--- config.mk ---
export PLATFORM = sky130hd
export DESIGN_NAME = aio_host_regs
export DESIGN_NICKNAME = d
export VERILOG_FILES = /design/src/aio_pkg.sv /design/src/aio_host_regs.sv /design/src/aio_fall_detect.sv /design/src/aio_init_timer.sv
export VERILOG_INCLUDE_DIRS = /design/src /design/src/src
export SDC_FILE = /design/constraint.sdc
export NUM_CORES = 1
export LEC_CHECK = 0
export ABC_AREA = 1
export BUFFER_PORTS_ARGS = -buffer_cell sky130_fd_sc_hd__buf_2
export CAP_MARGIN = 25
export CELL_PAD_IN_SITES_DETAIL_PLACEMENT = 0
export CELL_PAD_IN_SITES_GLOBAL_PLACEMENT = 1
export CORE_MARGIN = 5
export CORE_UTILIZATION = 30
export CTS_CLUSTER_SIZE = 14
export DETAILED_ROUTE_END_ITERATION = 7
export PLACE_DENSITY_LB_ADDON = 0.1
export SYNTH_ARGS = -nofsm -noshare
export SYNTH_HDL_FRONTEND = slang
export SYNTH_SLANG_ARGS = --single-unit
--- constraint.sdc ---
create_clock -name clk -period 3.7 [get_ports clk]
set_clock_uncertainty 0.05 [all_clocks]
set_input_delay 0 -clock clk [delete_from_list [all_inputs] [get_ports clk]]
set_output_delay 0 -clock clk [all_outputs]
set_load 0.1 [all_outputs]
--- src/aio_regs.svh ---
// Register offsets, control field positions, reset values and timing counts
`ifndef AIO_REGS_SVH
`define AIO_REGS_SVH

// ----------------------------------------------------------------
// Byte offsets inside the 32-byte register block
// ----------------------------------------------------------------
`define AIO_OFF_CONTROL 5'h00
`define AIO_OFF_RATE 5'h04
`define AIO_OFF_DATA 5'h08
`define AIO_OFF_RATE_USE 5'h0c
`define AIO_OFF_IN_COUNT 5'h10
`define AIO_OFF_FLAGS 5'h14
`define AIO_OFF_FW_REV 5'h18
`define AIO_OFF_OUT_COUNT 5'h1c
`define AIO_BLOCK_LSB 5

// ----------------------------------------------------------------
// Control register field positions
// ----------------------------------------------------------------
`define AIO_CTL_MODE_LO 0
`define AIO_CTL_MODE_HI 2
`define AIO_CTL_LOOP_LO 3
`define AIO_CTL_LOOP_HI 5
`define AIO_CTL_STRB_EN 6
`define AIO_CTL_IRQ_LO 7
`define AIO_CTL_IRQ_HI 9
`define AIO_CTL_IRQ_FLAG 10
`define AIO_CTL_CAL_LO 11
`define AIO_CTL_CAL_HI 12
`define AIO_CTL_SW_STRB 13
`define AIO_CTL_BURST 14
`define AIO_CTL_INIT 15

// ----------------------------------------------------------------
// Reset values
// ----------------------------------------------------------------
`define AIO_CTRL_RESET 16'h2401
`define AIO_RATE_RESET 16'h0064
`define AIO_RATE_USE_RESET 16'h0000
`define AIO_COUNT_RESET 16'h0000
`define AIO_FLAGS_RESET 16'h0009

// ----------------------------------------------------------------
// Timing
// ----------------------------------------------------------------
`define AIO_CLK_MHZ 125
`define AIO_INIT_TIME_US 3000
`define AIO_INIT_CYCLES (`AIO_INIT_TIME_US * `AIO_CLK_MHZ)

`endif

--- src/aio_pkg.sv ---
// Types shared by the analog I/O register bank
package aio_pkg;

	typedef logic [15:0] aio_word_t;
	typedef logic [2:0] aio_mode_t;

	typedef enum logic {
		AIO_INIT_IDLE,
		AIO_INIT_RUN
	} aio_init_state_e;

	// Input mode codes
	localparam aio_mode_t AIO_MODE_SE_CONT = 3'h0;
	localparam aio_mode_t AIO_MODE_SE_BURST = 3'h1;
	localparam aio_mode_t AIO_MODE_DIFF_CONT = 3'h2;
	localparam aio_mode_t AIO_MODE_DIFF_BURST = 3'h3;
	localparam aio_mode_t AIO_MODE_LOOPBACK = 3'h4;
	localparam aio_mode_t AIO_MODE_POS_REF = 3'h5;
	localparam aio_mode_t AIO_MODE_RESERVED = 3'h6;
	localparam aio_mode_t AIO_MODE_ZERO = 3'h7;

endpackage

--- src/aio_host_regs.sv ---
// Host register bank of the 8-channel analog input/output board
`timescale 1ns/10ps
`include "aio_regs.svh"
module aio_host_regs
	import aio_pkg::*;
#(
	parameter int INIT_CYCLES = `AIO_INIT_CYCLES,
	// Arbitrary value, stands for the installed revision
	parameter logic [15:0] FW_REVISION = 16'h0100
) (
	// Clock and reset
	input wire logic clk,
	input wire logic rst_b,
	// Target access from the bus core
	input wire logic [31:0] cfg_base_addr,
	input wire logic [31:0] bus_addr,
	input wire logic bus_wr,
	input wire logic bus_rd,
	input wire logic [31:0] bus_wdata,
	output logic bus_hit,
	output logic [31:0] bus_rdata,
	output logic bus_rd_valid,
	// Input buffer side
	input wire logic [15:0] in_sample,
	input wire logic [15:0] in_count,
	input wire logic [15:0] buf_flags,
	output logic in_pop,
	output logic in_buf_clear,
	// Output buffer side
	input wire logic [15:0] out_count,
	output logic out_wr,
	output logic [2:0] out_chan,
	output logic [15:0] out_value,
	// Scan sequencer
	input wire logic scan_active,
	input wire logic scan_done,
	output logic scan_start,
	output logic [3:0] scan_chan_count,
	// Output update
	input wire logic update_done,
	output logic out_strobe,
	output logic out_auto_update,
	// Mode outputs
	output logic [2:0] input_mode_field,
	output logic [2:0] loopback_select,
	output logic loopback_active,
	output logic [1:0] cal_mode,
	output logic [15:0] rate_value,
	output logic [15:0] rate_usage,
	// Events and interrupt
	input wire logic [7:0] irq_cond,
	output logic irq_req,
	// Connector pins
	input wire logic ext_trig,
	input wire logic ext_trig_ready,
	input wire logic ext_strobe,
	input wire logic ext_update_armed
);

	// ----------------------------------------------------------------
	// Decoding helpers
	// ----------------------------------------------------------------
	function automatic logic is_burst_mode(input aio_mode_t m);
		return (m == AIO_MODE_SE_BURST) || (m == AIO_MODE_DIFF_BURST) ||
			(m == AIO_MODE_LOOPBACK) || (m == AIO_MODE_POS_REF) || (m == AIO_MODE_ZERO);
	endfunction

	function automatic logic at_offset(input logic [4:0] addr, input logic [4:0] off);
		return {addr[4:2], 2'b00} == off;
	endfunction

	// ----------------------------------------------------------------
	// State
	// ----------------------------------------------------------------
	aio_word_t ctrl_reg, ctrl_next;
	aio_word_t rate_reg, rate_next;
	aio_word_t use_reg, use_next;
	aio_word_t in_cnt_reg, in_cnt_next;
	aio_word_t out_cnt_reg, out_cnt_next;
	aio_word_t flags_reg, flags_next;
	logic [31:0] rdata_reg, rdata_next;
	logic rvalid_reg, rvalid_next;
	logic pair_reg, pair_next;
	logic [2:0] chan_reg, chan_next;
	logic [2:0] ochan_reg, ochan_next;
	aio_word_t oval_reg, oval_next;
	logic owr_reg, owr_next;

	logic hit;
	logic wr_hit;
	logic rd_hit;
	logic trig_fall;
	logic strb_fall;
	logic init_busy;
	logic init_done;
	logic init_start;
	logic scan_go;
	logic strobe_go;
	aio_mode_t mode;
	logic busy_scan;

	// ----------------------------------------------------------------
	// Address decode
	// ----------------------------------------------------------------
	// Only address bits above the 32-byte block are compared
	assign hit = bus_addr[31:`AIO_BLOCK_LSB] == cfg_base_addr[31:`AIO_BLOCK_LSB];
	assign wr_hit = bus_wr & hit;
	assign rd_hit = bus_rd & hit;
	assign bus_hit = hit;

	assign mode = ctrl_reg[`AIO_CTL_MODE_HI:`AIO_CTL_MODE_LO];
	assign busy_scan = ctrl_reg[`AIO_CTL_BURST] | scan_active;

	// ----------------------------------------------------------------
	// Pin edges and init timer
	// ----------------------------------------------------------------
	aio_fall_detect u_trig (
		.clk(clk),
		.rst_b(rst_b),
		.pin(ext_trig),
		.ready(ext_trig_ready),
		.fall(trig_fall)
	);

	aio_fall_detect u_strobe (
		.clk(clk),
		.rst_b(rst_b),
		.pin(ext_strobe),
		.ready(ext_update_armed),
		.fall(strb_fall)
	);

	aio_init_timer #(
		.CYCLES(INIT_CYCLES)
	) u_init (
		.clk(clk),
		.rst_b(rst_b),
		.start(init_start),
		.busy(init_busy),
		.done(init_done)
	);

	// ----------------------------------------------------------------
	// Control register
	// ----------------------------------------------------------------
	always_comb begin
		ctrl_next = ctrl_reg;
		init_start = 1'b0;
		scan_go = 1'b0;
		strobe_go = 1'b0;
		if (wr_hit && at_offset(bus_addr[4:0], `AIO_OFF_CONTROL)) begin
			// Plain fields take the written value
			ctrl_next[9:0] = bus_wdata[9:0];
			ctrl_next[`AIO_CTL_CAL_HI:`AIO_CTL_CAL_LO] = bus_wdata[12:11];
			if (!bus_wdata[`AIO_CTL_IRQ_FLAG]) begin
				ctrl_next[`AIO_CTL_IRQ_FLAG] = 1'b0;
			end
			if (bus_wdata[`AIO_CTL_SW_STRB] && !ctrl_reg[`AIO_CTL_SW_STRB]) begin
				strobe_go = 1'b1;
			end
			if (bus_wdata[`AIO_CTL_BURST] && !ctrl_reg[`AIO_CTL_BURST] &&
				!busy_scan && is_burst_mode(mode)) begin
				scan_go = 1'b1;
			end
			if (bus_wdata[`AIO_CTL_INIT] && !ctrl_reg[`AIO_CTL_INIT]) begin
				ctrl_next[`AIO_CTL_INIT] = 1'b1;
				init_start = 1'b1;
			end
		end
		// Ext trigger joins only when idle; a write in the same cycle merges
		if (trig_fall && !busy_scan && is_burst_mode(mode)) begin
			scan_go = 1'b1;
		end
		// Ext strobe counts only with strobing on and no strobe pending
		if (strb_fall && ctrl_reg[`AIO_CTL_STRB_EN] && !ctrl_reg[`AIO_CTL_SW_STRB]) begin
			strobe_go = 1'b1;
		end
		if (update_done) begin
			ctrl_next[`AIO_CTL_SW_STRB] = 1'b0;
		end
		if (strobe_go) begin
			ctrl_next[`AIO_CTL_SW_STRB] = 1'b1;
		end
		if (scan_done) begin
			ctrl_next[`AIO_CTL_BURST] = 1'b0;
		end
		if (scan_go) begin
			ctrl_next[`AIO_CTL_BURST] = 1'b1;
		end
		// Set wins over a clearing write in the same cycle
		if (irq_cond[ctrl_reg[`AIO_CTL_IRQ_HI:`AIO_CTL_IRQ_LO]]) begin
			ctrl_next[`AIO_CTL_IRQ_FLAG] = 1'b1;
		end
		if (init_done) begin
			ctrl_next = `AIO_CTRL_RESET;
			ctrl_next[`AIO_CTL_INIT] = 1'b0;
			ctrl_next[`AIO_CTL_IRQ_FLAG] = 1'b1;
		end
	end

	// ----------------------------------------------------------------
	// Rate registers and buffer status snapshots
	// ----------------------------------------------------------------
	always_comb begin
		rate_next = rate_reg;
		use_next = use_reg;
		if (wr_hit && at_offset(bus_addr[4:0], `AIO_OFF_RATE)) begin
			rate_next = bus_wdata[15:0];
		end
		if (wr_hit && at_offset(bus_addr[4:0], `AIO_OFF_RATE_USE)) begin
			use_next = bus_wdata[15:0];
		end
		if (init_done) begin
			rate_next = `AIO_RATE_RESET;
			use_next = `AIO_RATE_USE_RESET;
		end
		// Status is registered so reset shows fixed values
		in_cnt_next = in_count;
		out_cnt_next = out_count;
		flags_next = buf_flags;
	end

	// ----------------------------------------------------------------
	// Data port: read pops, writes pair channel then value
	// ----------------------------------------------------------------
	assign in_pop = rd_hit && at_offset(bus_addr[4:0], `AIO_OFF_DATA);
	assign in_buf_clear = init_done;

	always_comb begin
		pair_next = pair_reg;
		chan_next = chan_reg;
		ochan_next = ochan_reg;
		oval_next = oval_reg;
		owr_next = 1'b0;
		if (wr_hit && at_offset(bus_addr[4:0], `AIO_OFF_DATA)) begin
			if (!pair_reg) begin
				chan_next = bus_wdata[2:0];
				pair_next = 1'b1;
			end else begin
				ochan_next = chan_reg;
				oval_next = bus_wdata[15:0];
				owr_next = 1'b1;
				pair_next = 1'b0;
			end
		end
		// A half pair is dropped when the board reinitializes
		if (init_done) begin
			pair_next = 1'b0;
		end
	end

	// ----------------------------------------------------------------
	// Read data
	// ----------------------------------------------------------------
	always_comb begin
		rdata_next = rdata_reg;
		rvalid_next = rd_hit;
		if (rd_hit) begin
			rdata_next = 32'h00000000;
			unique case ({bus_addr[4:2], 2'b00})
				`AIO_OFF_CONTROL: rdata_next[15:0] = ctrl_reg;
				`AIO_OFF_RATE: rdata_next[15:0] = rate_reg;
				`AIO_OFF_DATA: rdata_next[15:0] = in_sample;
				`AIO_OFF_RATE_USE: rdata_next[15:0] = use_reg;
				`AIO_OFF_IN_COUNT: rdata_next[15:0] = in_cnt_reg;
				`AIO_OFF_FLAGS: rdata_next[15:0] = flags_reg;
				`AIO_OFF_FW_REV: rdata_next[15:0] = FW_REVISION;
				`AIO_OFF_OUT_COUNT: rdata_next[15:0] = out_cnt_reg;
				default: rdata_next = 32'h00000000;
			endcase
		end
	end

	// ----------------------------------------------------------------
	// Registers
	// ----------------------------------------------------------------
	always_ff @(posedge clk or negedge rst_b) begin
		if (!rst_b) begin
			ctrl_reg <= `AIO_CTRL_RESET;
			rate_reg <= `AIO_RATE_RESET;
			use_reg <= `AIO_RATE_USE_RESET;
			in_cnt_reg <= `AIO_COUNT_RESET;
			out_cnt_reg <= `AIO_COUNT_RESET;
			flags_reg <= `AIO_FLAGS_RESET;
			rdata_reg <= 32'h00000000;
			rvalid_reg <= 1'b0;
			pair_reg <= 1'b0;
			chan_reg <= 3'h0;
			ochan_reg <= 3'h0;
			oval_reg <= 16'h0000;
			owr_reg <= 1'b0;
		end else begin
			ctrl_reg <= ctrl_next;
			rate_reg <= rate_next;
			use_reg <= use_next;
			in_cnt_reg <= in_cnt_next;
			out_cnt_reg <= out_cnt_next;
			flags_reg <= flags_next;
			rdata_reg <= rdata_next;
			rvalid_reg <= rvalid_next;
			pair_reg <= pair_next;
			chan_reg <= chan_next;
			ochan_reg <= ochan_next;
			oval_reg <= oval_next;
			owr_reg <= owr_next;
		end
	end

	// ----------------------------------------------------------------
	// Outputs
	// ----------------------------------------------------------------
	assign bus_rdata = rdata_reg;
	assign bus_rd_valid = rvalid_reg;
	assign out_wr = owr_reg;
	assign out_chan = ochan_reg;
	assign out_value = oval_reg;
	assign scan_start = scan_go;
	assign out_strobe = strobe_go;
	assign out_auto_update = ~ctrl_reg[`AIO_CTL_STRB_EN];
	assign input_mode_field = mode;
	assign loopback_active = (mode == AIO_MODE_LOOPBACK);
	// Loopback channel is only routed in loopback mode
	assign loopback_select = loopback_active ?
		ctrl_reg[`AIO_CTL_LOOP_HI:`AIO_CTL_LOOP_LO] : 3'h0;
	assign cal_mode = ctrl_reg[`AIO_CTL_CAL_HI:`AIO_CTL_CAL_LO];
	assign rate_value = rate_reg;
	assign rate_usage = use_reg;
	assign irq_req = ctrl_reg[`AIO_CTL_IRQ_FLAG];

	// Channels per scan; reserved code scans nothing
	always_comb begin
		unique case (mode)
			AIO_MODE_SE_CONT, AIO_MODE_SE_BURST: scan_chan_count = 4'h8;
			AIO_MODE_DIFF_CONT, AIO_MODE_DIFF_BURST: scan_chan_count = 4'h4;
			AIO_MODE_LOOPBACK: scan_chan_count = 4'h1;
			AIO_MODE_POS_REF, AIO_MODE_ZERO: scan_chan_count = 4'h8;
			AIO_MODE_RESERVED: scan_chan_count = 4'h0;
		endcase
	end

endmodule

--- src/aio_fall_detect.sv ---
// Qualified falling-edge detector for a trigger or strobe pin
`timescale 1ns/10ps
module aio_fall_detect
	import aio_pkg::*;
(
	// Clock and reset
	input wire logic clk,
	input wire logic rst_b,
	// Pin pair
	input wire logic pin,
	input wire logic ready,
	// Result
	output logic fall
);

	logic prev_reg;
	logic prev_next;

	always_comb begin
		prev_next = pin;
	end

	// Reset to high so a pin held low at release counts as an edge
	always_ff @(posedge clk or negedge rst_b) begin
		if (!rst_b) begin
			prev_reg <= 1'b1;
		end else begin
			prev_reg <= prev_next;
		end
	end

	assign fall = prev_reg & ~pin & ready;

endmodule

--- src/aio_init_timer.sv ---
// Initialization sequence timer
`timescale 1ns/10ps
`include "aio_regs.svh"
module aio_init_timer
	import aio_pkg::*;
#(
	parameter int CYCLES = `AIO_INIT_CYCLES
) (
	// Clock and reset
	input wire logic clk,
	input wire logic rst_b,
	// Control
	input wire logic start,
	output logic busy,
	output logic done
);

	aio_init_state_e state_reg;
	aio_init_state_e state_next;
	logic [19:0] cnt_reg;
	logic [19:0] cnt_next;
	logic done_next;
	logic done_reg;

	always_comb begin
		state_next = state_reg;
		cnt_next = cnt_reg;
		done_next = 1'b0;
		unique case (state_reg)
			AIO_INIT_IDLE: begin
				if (start) begin
					state_next = AIO_INIT_RUN;
					cnt_next = 20'h00000;
				end
			end
			AIO_INIT_RUN: begin
				if (cnt_reg >= 20'(CYCLES - 1)) begin
					state_next = AIO_INIT_IDLE;
					done_next = 1'b1;
				end else begin
					cnt_next = cnt_reg + 20'h00001;
				end
			end
		endcase
	end

	always_ff @(posedge clk or negedge rst_b) begin
		if (!rst_b) begin
			state_reg <= AIO_INIT_IDLE;
			cnt_reg <= 20'h00000;
			done_reg <= 1'b0;
		end else begin
			state_reg <= state_next;
			cnt_reg <= cnt_next;
			done_reg <= done_next;
		end
	end

	assign busy = (state_reg == AIO_INIT_RUN);
	assign done = done_reg;

endmodule

==> results.txt, run 1 <==
Summing the areas of all and, or, nand and nor instances in the mapped netlist gives 27.7% of the synthesized area. The die boundary width is 172 um. Measured in cells, the most critical reg-to-reg path has a length of 7. The highest clock frequency the design can meet is 440 MHz. After global routing the overflow that remains totals 0. The initial antenna violation count was 0.

The power per standard cell area came out at 365 nW/um^2. For this run, the leading register cell type out of synthesis is dfrtp_1. For this run, the number of Yosys warnings is 0. The type of the worst min-delay path is primary input to flop. The overall power of the completed layout came out at 0.00395 W. The number of buffers on the longest clock path is 2.

TritonCTS built the clock tree. The number of maximum-capacitance constraint violations came out at 0. By area the synthesized netlist is led by dfrtp_1 48%, nand2_1 15%, inv_1 6.3%, nand3_1 5.9%, nor2_1 3.4%.

The number of enable-type register cells in the synthesized netlist came out at 0. In the final design database the tool counted 1498 nets. The busiest layer in global routing is met2. The register bit count reported by yosys is 161.

The clock network burns 43.6% of the power. The via count of the first global-routing pass came out at 7526. The weighted congestion at the end of routability-driven global placement is 0.816. In this run the critical register-to-register path is captured at ctrl_reg[10]. The post-synthesis adder-cell area fraction is 0.158%.

The die covers 29700 um^2. The clock transition time at the flip-flop clock pins of the worst setup and hold paths came out at 70 ps. The global-route total usage across every layer is 19.0%.

The global-route track usage on met3 is 3.75%. The total number of placement rows came out at 59. The worst hold path was traced through 3 stages. In this run the most critical hold path is launched from bus_rd. The wire length of the first global-routing pass is 42.9 mm. The clock buffer count from CTS came out at 17. In this run the cell area of the synthesized design comes to 7900 um^2. The final period demand of the worst path came out at 2270 ps. For this run, asynchronously set or reset flops after synthesis account for 100%. STA classifies the critical path endpoint as a flop. The final routed wire length divided by cell count came out at 17.0 um.

The number of buffers added on ports came out at 243. The portion of synthesized cell area occupied by the leading cell type came out at 47.8%. The static leakage is 6.03 nW. The post-place instance area came out at 9350 um^2. In this run the register-to-register setup slack is 1430 ps. The total core area is 26000 um^2. After synthesis, the largest family of logic cells by area is simple AND/OR/NAND/NOR gates. CTS saw 161 sinks.

The endpoint of the worst hold path is bus_rd_valid. At the worst endpoint, the arrival time is 2570 ps. The H-tree depth came out at 4. Setup violations remaining at the end of the flow were counted as 0.

The number of pins exceeding their max-slew limit in the final report is 0. The global routing usage on met1 is 25.2%. Multiplexer cells account for 0% of the synthesized area. Of all cell types, the one taking the most synthesized area is dfrtp_1. The least setup slack across all paths after layout came out at 1430 ps.

After detailed routing, the total wire length is 28.2 mm. The layout overhead on the synthesized area is 36.9%. By count the netlist is led by 315 x nand2_1, 151 x dfrtp_1, 132 x inv_1. The detailed router finished its first iteration with 449 violations. The data required time at the worst endpoint came out at 4000 ps.

VDD sags by at most 0.245 mV. The tree is rooted in a clkbuf_16. Of the total synthesized cell area, the portion taken by XOR and XNOR cells is 1.88%.

At the later pin of the worst-skew pair, clock insertion delay measures 420 ps. The combinational fraction of design power came out at 10.8%. Each instance of the synthesized netlist takes up on average 7.94 um^2. The type of the worst setup path is flop to flop. The number of instances in the synthesized netlist is 996. The floorplan step set the die height to 172 um.

The part of the Yosys area used for sequential elements is 51.1%. The placed wire-length estimate came out at 20.9 mm. Global routing consumed, on the met2 layer, 32.4% of the routing resources. The average via count per standard cell came out at 4.46. The worst register-to-register path begins at ctrl_reg[7]. Of the total power, the share spent switching nets is 26.2%. Summing the areas of all compound-gate instances in the mapped netlist gives 8.17% of the synthesized area. The worst pin sits at a relative slew slack of 42.4%. The register with the most flip-flops in the layout has 20 of them. The first-pass iteration count of the detailed router is 4.

For this run, design rule violations remaining after detail routing come to 0. The final setup TNS is 0 ps. Among all cell types in the netlist, the one instantiated most often is nand2_1. In this run the worst path has a maximum fanout of 6.

The share of layout cells above drive strength 1 is 23.3%. Entering global routing, the biggest net connects 88 pins. Once detail routing completed, the nets flagged for antenna violations numbered 0. The net switching component of the power came out at 0.00103 W.

The total I/O pin count is 284. The total inserted antenna cells is 0. Cell internal power was estimated by the tool at 0.00291 W.

The filler cells instantiated in the layout total 2775. The worst-margin pin slew is 864 ps. The register share of total power is 45.6%. The worst setup slack after placement came out at 1410 ps. The number of different library cells in the post-synthesis netlist came out at 39. The final critical-path share of the clock period came out at 61.4%. Setup repair after global routing left no endpoint under its margin. The run finished with clean final reports. The final hold violation count is 0. The finished cells cover 10800 um^2. The starting density of the core came out at 30.4%. The number of vias after detailed routing came out at 7427.

The worst setup path is launched from a flop.
-- power groups by stage --
stage | Combinational [W] | Sequential (W) | Clock, W
detailed placement | 0.000357 | 0.00183 | 0
finish | 0.000426 | 0.00180 | 0.00172
global route | 0.000471 | 0.00180 | 0.00186
CTS | 0.000434 | 0.00180 | 0.00177
global placement | 0.000355 | 0.00183 | 0
floorplan | 0.000188 | 0.00183 | 0
-- critical path, cell delays in order (launching register included) --
cell and delay, ps:
dfrtp_1 470, inv_1 150, nand2_1 80, nand3_1 60
dlygate4sd3_1 560, a31oi_1 180, dlygate4sd3_1 590, nand2_1 60
-- worst max path at each step --
stage | startpoint | end | slack, ps | depth (start not counted)
floorplan | ctrl_reg[2] | loopback_select[0] | 450 | 4
global placement | cfg_base_addr[18] | in_pop | 1430 | 12
detailed placement | cfg_base_addr[18] | in_pop | 1410 | 12
CTS | cfg_base_addr[18] | in_pop | 1410 | 12
global route | cfg_base_addr[18] | in_pop | 1230 | 12
finish | ctrl_reg[7] | ctrl_reg[10] | 1430 | 7
-- layout make-up --
cell class,instances,area [um^2],area share [%]
multi-input combinational,658,3060,28.3
clock inverter,13,126,1.17
sequential,161,4040,37.4
clock buffer,19,443,4.09
tap,335,419,3.87
inverter,137,514,4.75
timing repair buffer,343,2210,20.4
-- kinds of logic (layout without fill, tap and decap cells) --
group	count (synthesis)	after routing
simple gates	514	514
buf+inv	193	512
flops	161	161
compound gates	109	109
xor+xnor	17	17
fa+ha+maj	1	1
other cells	1	17
-- per-layer routing --
metal	vias up	wire length, um
met4	0	329
li1	3761	-
met3	18	1490
met5	-	0
met1	3479	12300
met2	169	14100
-- timing repair --
action | in CTS | in global routing
gates resized for setup | 0 | 0
endpoints found under the setup margin | 0 | 0
buffers inserted | 0 | 0
hold buffers | 90 | 0
endpoints found under the hold margin | 209 | 0
-- layout by cell type (no fill, tap or decap), types with 4 or more instances in the layout --
cell / instances
dfrtp_1: 151
a31oi_1: 4
dlygate4sd3_1: 90
nand2_1: 315
xnor2_1: 8
a21oi_1: 28
clkinvlp_4: 4
nor3_1: 9
conb_1: 17
buf_2: 242
o2111ai_1: 12
inv_1: 132
o21ai_1: 19
nand4_1: 8
a22oi_1: 14
nor2_1: 71
o21ai_0: 25
nand3_1: 93
buf_4: 9
dfstp_2: 10
o22ai_1: 4
clkbuf_16: 17
inv_6: 4
xor2_1: 9
-- stage by stage --
step                      hold slack [ps]  utilization, %  instances
after floorplan                      -346               -       1012
after global placement               57.0            36.0       1544
after detailed placement             59.6            36.0       1544
after CTS                            11.7            41.6       1666
after global routing                 26.8            41.6       1666
final                                24.9            41.6       1666
Note: power is estimated with default switching activity, not from simulation.
==> run 2: changes to the inputs <==
- clock period: 3.7 -> 2.21 ns (I/O delays scaled with it)
==> results.txt, run 2 (synthesized netlist as in run 1, its figures left out) <==
The die area is 29700 um^2. The critical path in this run is classified as flop to output pin. The first global-routing pass estimated 43.4 mm of wire. The setup fix buffers added after clock tree synthesis came out at 0.

The register share of total power came out at 44.7%. The number of vias after detailed routing came out at 7591. The number of flip-flops under the largest register name came out at 20. The sort of element at the start of the critical path is a flop.

IR analysis of the VDD net gives a maximum drop of 0.461 mV. The library cell used as clock root buffer is clkbuf_16. The delay of the slowest critical-path stage came out at 560 ps. The remaining max-slew budget at the tightest pin came out at 51.1%. Of the total power, combinational logic draws 10.9%.

Of the available clock period, the critical path in the final layout requires 94.8%. The instance count on the critical path is 5. The clock buffer count from CTS came out at 17. The total number of placement rows is 59. The number of buffers added on ports came out at 243. Global routing consumed, over all layers together, 19.3% of the routing resources. The number of nets at the end of the flow is 1530. The layout overhead on the synthesized area came out at 41.3%.

The final routed wire length divided by cell count came out at 16.9 um. The total I/O pin count is 284. The share of layout cells above drive strength 1 came out at 25.2%. The startpoint identified for the worst register-to-register timing path is ctrl_reg[0]. The detail route stage leaves a number of antenna-violating nets equal to 0. The initial antenna violation count came out at 0. The tree built by TritonCTS fans out to 161 sinks. The endpoint identified for the worst register-to-register timing path is ctrl_reg[14].

The count of placed standard cells in the final layout, fillers left out is 1698. Once detailed placement completed, the half-perimeter wirelength came to 21.9 mm. Entering global routing, the biggest net connects 47 pins. The library cell used most frequently in the layout, excluding fill and tap cells, is nand2_1. Summing all non-filler instances in the final layout gives an area of 11200 um^2. The via count of the first global-routing pass is 7651. Setup repair after global routing left no endpoint under its margin. The post-cts hold buffer count came out at 95. In this run the power spent charging and discharging nets is 0.00177 W. The violation count after the first detailed-routing iteration came out at 513. The starting density of the core came out at 30.4%. After floorplanning, the core was sized to cover 26000 um^2. STA puts the critical path data required time at 2160 ps.

The final core utilization came out at 43.0%. The worst setup path is captured at an output pin. Leaving out fill and tap cells, the most frequent cells in the layout are 315 x nand2_1, 239 x buf_2, 151 x dfrtp_1. The number of setup violations in the final report is 0. Among the stages of the critical path, the cell type that occurs most often is inv_1.

The number of buffer and inverter stages on the critical path is 3. The average via count per standard cell came out at 4.47. The flow ran to the end, and the final reports show no timing, DRC or antenna violations. Along the worst path, the maximum fanout reaches 6. The number of buffers on the longest clock path came out at 2. TritonCTS built the clock tree. The data arrival time of the critical path came out at 2040 ps. The register-to-register path setup slack is 210 ps. The first-pass iteration count of the detailed router came out at 5.

The H-tree depth came out at 4. The clock transition time at the flip-flop clock pins of the worst setup and hold paths is 70 ps. The DRC violations left is 0. The number of cells in the design after placement came out at 1571.

The static leakage is 6.20 nW. The internal cell power is 0.00497 W. The signal on the critical path passes through inv_1 > nor3_4 > inv_1 > nor2_2 > buf_2. The number of pins exceeding their max-slew limit in the final report is 0.

The post-place instance area came out at 9640 um^2. After clock tree synthesis, the repair step resized 0 gates. The final hold violation count came out at 0. The die is 172 um wide.

The worst-margin pin slew came out at 732 ps. The total inserted antenna cells came out at 0. In this run, the clock network consumes 44.3% of the power. For this design, the slowest cell found on the critical path is dfrtp_1.

Final hold analysis gives a worst-case slack of 39.0 ps. The final period demand of the worst path came out at 2090 ps. The net switching fraction of the power is 26.2%. The worst reg2reg path depth is 6. Derived from the worst setup path, the maximum achievable clock frequency is 478 MHz. The number of maximum-capacitance constraint violations came out at 0. The weighted congestion at the end of routability-driven global placement is 0.788.

The cell family contributing the most delay on the critical path is buffers and inverters. The routed wire length came out at 28.7 mm. The die span in y came out at 172 um. The power per standard cell area came out at 603 nW/um^2. The path class of the tightest hold or removal check is primary input to asynchronous set/reset pin. At the later pin of the worst-skew pair, clock insertion delay measures 430 ps.

The sum of overflow across all layers after global routing is 0.
## run 2: cell count changes in the layout (fill, tap and decap cells not counted), sizes merged
cell / change
clkinvlp: +1
inv: +1
buf: +27
bufinv: +1
dlygate4sd3: +5
clkinv: -1
clkbuf: -2
## run 2: power groups by stage
stage	clock network, W	registers (W)	logic (W)
after floorplan	0	0.00307	0.000316
after global placement	0	0.00307	0.000613
after global routing	0.00321	0.00302	0.000811
after CTS	0.00307	0.00301	0.000751
after detailed placement	0	0.00307	0.000617
final	0.00299	0.00301	0.000737
## run 2: area by class of cell
type,count,area [um^2]
inverter,137,514
sequential,161,4040
fill,2737,14800
clock buffer,17,425
multi-input combinational,658,3090
timing repair buffer,375,2520
clock inverter,15,156
tap,335,419
## run 2: worst register-to-register path, delay by kind of cell, from the launching register on
| kind | cells | cell delay (ps) |
|---|---|---|
| AO/OA/AOI/OAI | 1 | 90 |
| AND/OR/NAND/NOR | 3 | 590 |
| buffers and inverters | 2 | 590 |
| flip-flops | 1 | 630 |
## run 2: worst max path at each step
stage | start | endpoint | slack, ps
6_report | ctrl_reg[2] | loopback_select[0] | 120
5_1_grt | ctrl_reg[2] | loopback_select[1] | 20
4_1_cts | ctrl_reg[2] | loopback_select[0] | 90
3_5_place_dp | cfg_base_addr[30] | out_value[5] | 220
3_3_place_gp | bus_addr[15] | out_chan[2] | 240
2_1_floorplan | ctrl_reg[2] | loopback_select[0] | -200
## run 2: through the flow
stage               TNS (ps)  total power [W]  setup slack (ps)
global placement           0          0.00368               241
CTS                        0          0.00683              91.2
finish                     0          0.00674               116
global route               0          0.00703              16.4
floorplan               -686          0.00339              -195
detailed placement         0          0.00369               220
## run 2: routing by layer
metal  up-vias  track usage (%)  routed length (um)
met4         0             4.78                 471
met3        23             4.02                1660
met1      3544             25.9               12900
met5         -                0                   0
met2       206             32.1               13700
li1       3818                -                   -
==> run 3: changes to the inputs <==
- ABC_CLOCK_PERIOD_IN_PS: default -> 2210
- CORE_MARGIN: 5 -> 2
- PLACE_DENSITY_LB_ADDON: 0.1 -> 0.08
==> results.txt, run 3 (synthesized netlist as in run 1, its figures left out) <==
The number of nets at the end of the flow came out at 1527. The via count of the first global-routing pass came to 7737. The type of destination of the critical path is a flop.

The clock tree synthesis step divided the H-tree into 4 levels. The number of vias after detailed routing is 7682. The worst path meets setup with 101 ps of slack.

The starting density of the core came out at 30.4%. The worst setup path is of the flop to flop kind. The worst register-to-register path has a setup slack of 100 ps. The number of buffers added on ports came out at 243. The worst-margin pin slew came out at 625 ps.

Setup repair after global routing left no endpoint under its margin. The flow ran to the end, and the final reports show no timing, DRC or antenna violations. The violation count after the first detailed-routing iteration is 447.

In the routed layout, each cell is associated on average with a via count of 4.53. The weighted congestion at the end of routability-driven global placement is 0.802. Along the worst path, the maximum fanout reaches 5.

The static leakage is 6.19 nW. The final-layout fill cell count is 2728. The DRC violations left is 0.

The number of flip-flops under the largest register name came out at 20. The routed wire length came out at 28.0 mm. The clock buffer count from CTS is 17. In this design, the stage delay of the slowest critical-path cell is 650 ps. Clock tree synthesis selected as its root buffer the cell clkbuf_16. The total number of placement rows is 59.

The largest delay contributor family on the critical path is flip-flops. The critical path crosses 6 cells after its start point. The global-route total usage across every layer is 20.7%.

The maximum VDD drop came out at 0.426 mV. The share of layout cells above drive strength 1 came out at 25.1%. In this run the worst hold path is classified as primary input to asynchronous set/reset pin. The worst setup path is launched from a flop.

The number of buffers on the longest clock path is 2. Leaving out fill and tap cells, the most frequent cell in the layout is nand2_1. Measured against its own limit, the worst slew margin works out to 58.3%.

The number of setup violations in the final report is 0. The final setup TNS is 0 ps. The capture point of the worst reg-to-reg path is ctrl_reg[14]. Relative to the synthesized area, the layout overhead comes to 41.1%.

The worst setup slack after placement came out at 256 ps. The die span in y came out at 166 um. The maximum number of pins on one net before global-route repair came out at 55. The number of buffer and inverter stages on the critical path is 2. The die area is 27700 um^2. The initial antenna violation count is 1.

The setup fix buffers added after clock tree synthesis came out at 0. 284 I/O pins were placed. In the layout the commonest cells are 315 x nand2_1, 239 x buf_2, 151 x dfrtp_1. The final hold violation count is 0.

The highest clock frequency the design can meet came out at 474 MHz. The final critical-path share of the clock period is 95.5%. The clock net in this run drives a total of 161 sinks. After global routing the overflow that remains totals 0.

TritonCTS built the clock tree. For this design, the slowest cell found on the critical path is dfstp_2. The clock transition time at the flip-flop clock pins of the worst setup and hold paths came out at 70 ps.

At the worst endpoint, the arrival time is 2420 ps. The most critical setup path has its endpoint at ctrl_reg[14]. The later pin in the worst-skew pair is clocked with a latency of 420 ps. The die is 166 um wide. The number of pins exceeding their max-slew limit in the final report is 0. The number of nets with antenna violations after detailed routing came out at 0. The final routed wire length divided by cell count came out at 16.5 um. Traced cell by cell, the critical path runs through a21oi_1 > or4_1 > nand3_1 > dlygate4sd3_1 > nand2_1 > inv_1. The worst reg2reg path startpoint is ctrl_reg[0]. The data required time at the worst endpoint is 2520 ps. The HPWL after detailed placement is 20.9 mm. The worst reg2reg path depth came out at 6.

The power per standard cell area is 607 nW/um^2. Tracing the worst setup path back leads to its startpoint at ctrl_reg[0]. Before antenna repair, the detailed router went through 4 iterations. The total core area is 26000 um^2. The wire length of the first global-routing pass is 44.4 mm. The number of maximum-capacitance constraint violations is 0. The final period demand of the worst path is 2110 ps.
==> run 3: changes by cell type in the layout (fill, tap and decap cells not counted), sizes merged <==
cell,previous run,this run
clkbuf,17,19
inv,140,141
dlygate4sd3,95,94
clkinvlp,5,3
clkinv,5,4
buf,280,278
diode,0,1
==> run 3: per-layer routing <==
metal  track usage [%]  routed length [um]  vias to the layer above
met4              5.21                 405                        0
met5                 0                   0                        -
li1                  -                   -                     3821
met1              27.9               12700                     3637
met3              4.00                1360                       25
met2              34.5               13500                      199
==> run 3: power breakdown <==
group | internal, W | switching [W] | total (W)
Combinational | 0.000295 | 0.000444 | 0.000739
Sequential | 0.00300 | 0.0000141 | 0.00301
Clock | 0.00171 | 0.00131 | 0.00302
==> run 3: layout make-up <==
class	count	area [um^2]	share of cell area [%]
repair buffers	372	2500	22.4
well taps	335	419	3.76
multi-input cells	658	3090	27.7
clock buffers	19	443	3.97
clock inverters	13	145	1.30
flip-flops and latches	161	4040	36.2
inverters	137	514	4.61
diodes	1	2.50	0.0224
==> run 3: how the worst min path moves through the flow <==
stage | start | to
finish | rst_b | bus_rdata[0]
CTS | in_sample[2] | bus_rdata[2]
detailed placement | rst_b | bus_rdata[0]
floorplan | rst_b | bus_rd_valid
global route | bus_rd | bus_rd_valid
global placement | rst_b | bus_rdata[0]
==> run 3: metrics by stage <==
stage	util (%)	hold slack (ps)	total power, W	instance area, um^2	instances
after floorplan	-	-346	0.00339	8000	1012
after global routing	42.9	43.9	0.00707	11200	1695
after CTS	42.9	13.1	0.00686	11200	1695
final	42.9	23.6	0.00677	11200	1696
after global placement	37.0	-78.1	0.00368	9620	1569
after detailed placement	37.0	-86.6	0.00368	9620	1569
==> run 3: timing repair <==
item / in CTS / in global routing
hold buffers: 94 / 0
resized for setup: 0 / 0
hold endpoints to repair: 282 / 0
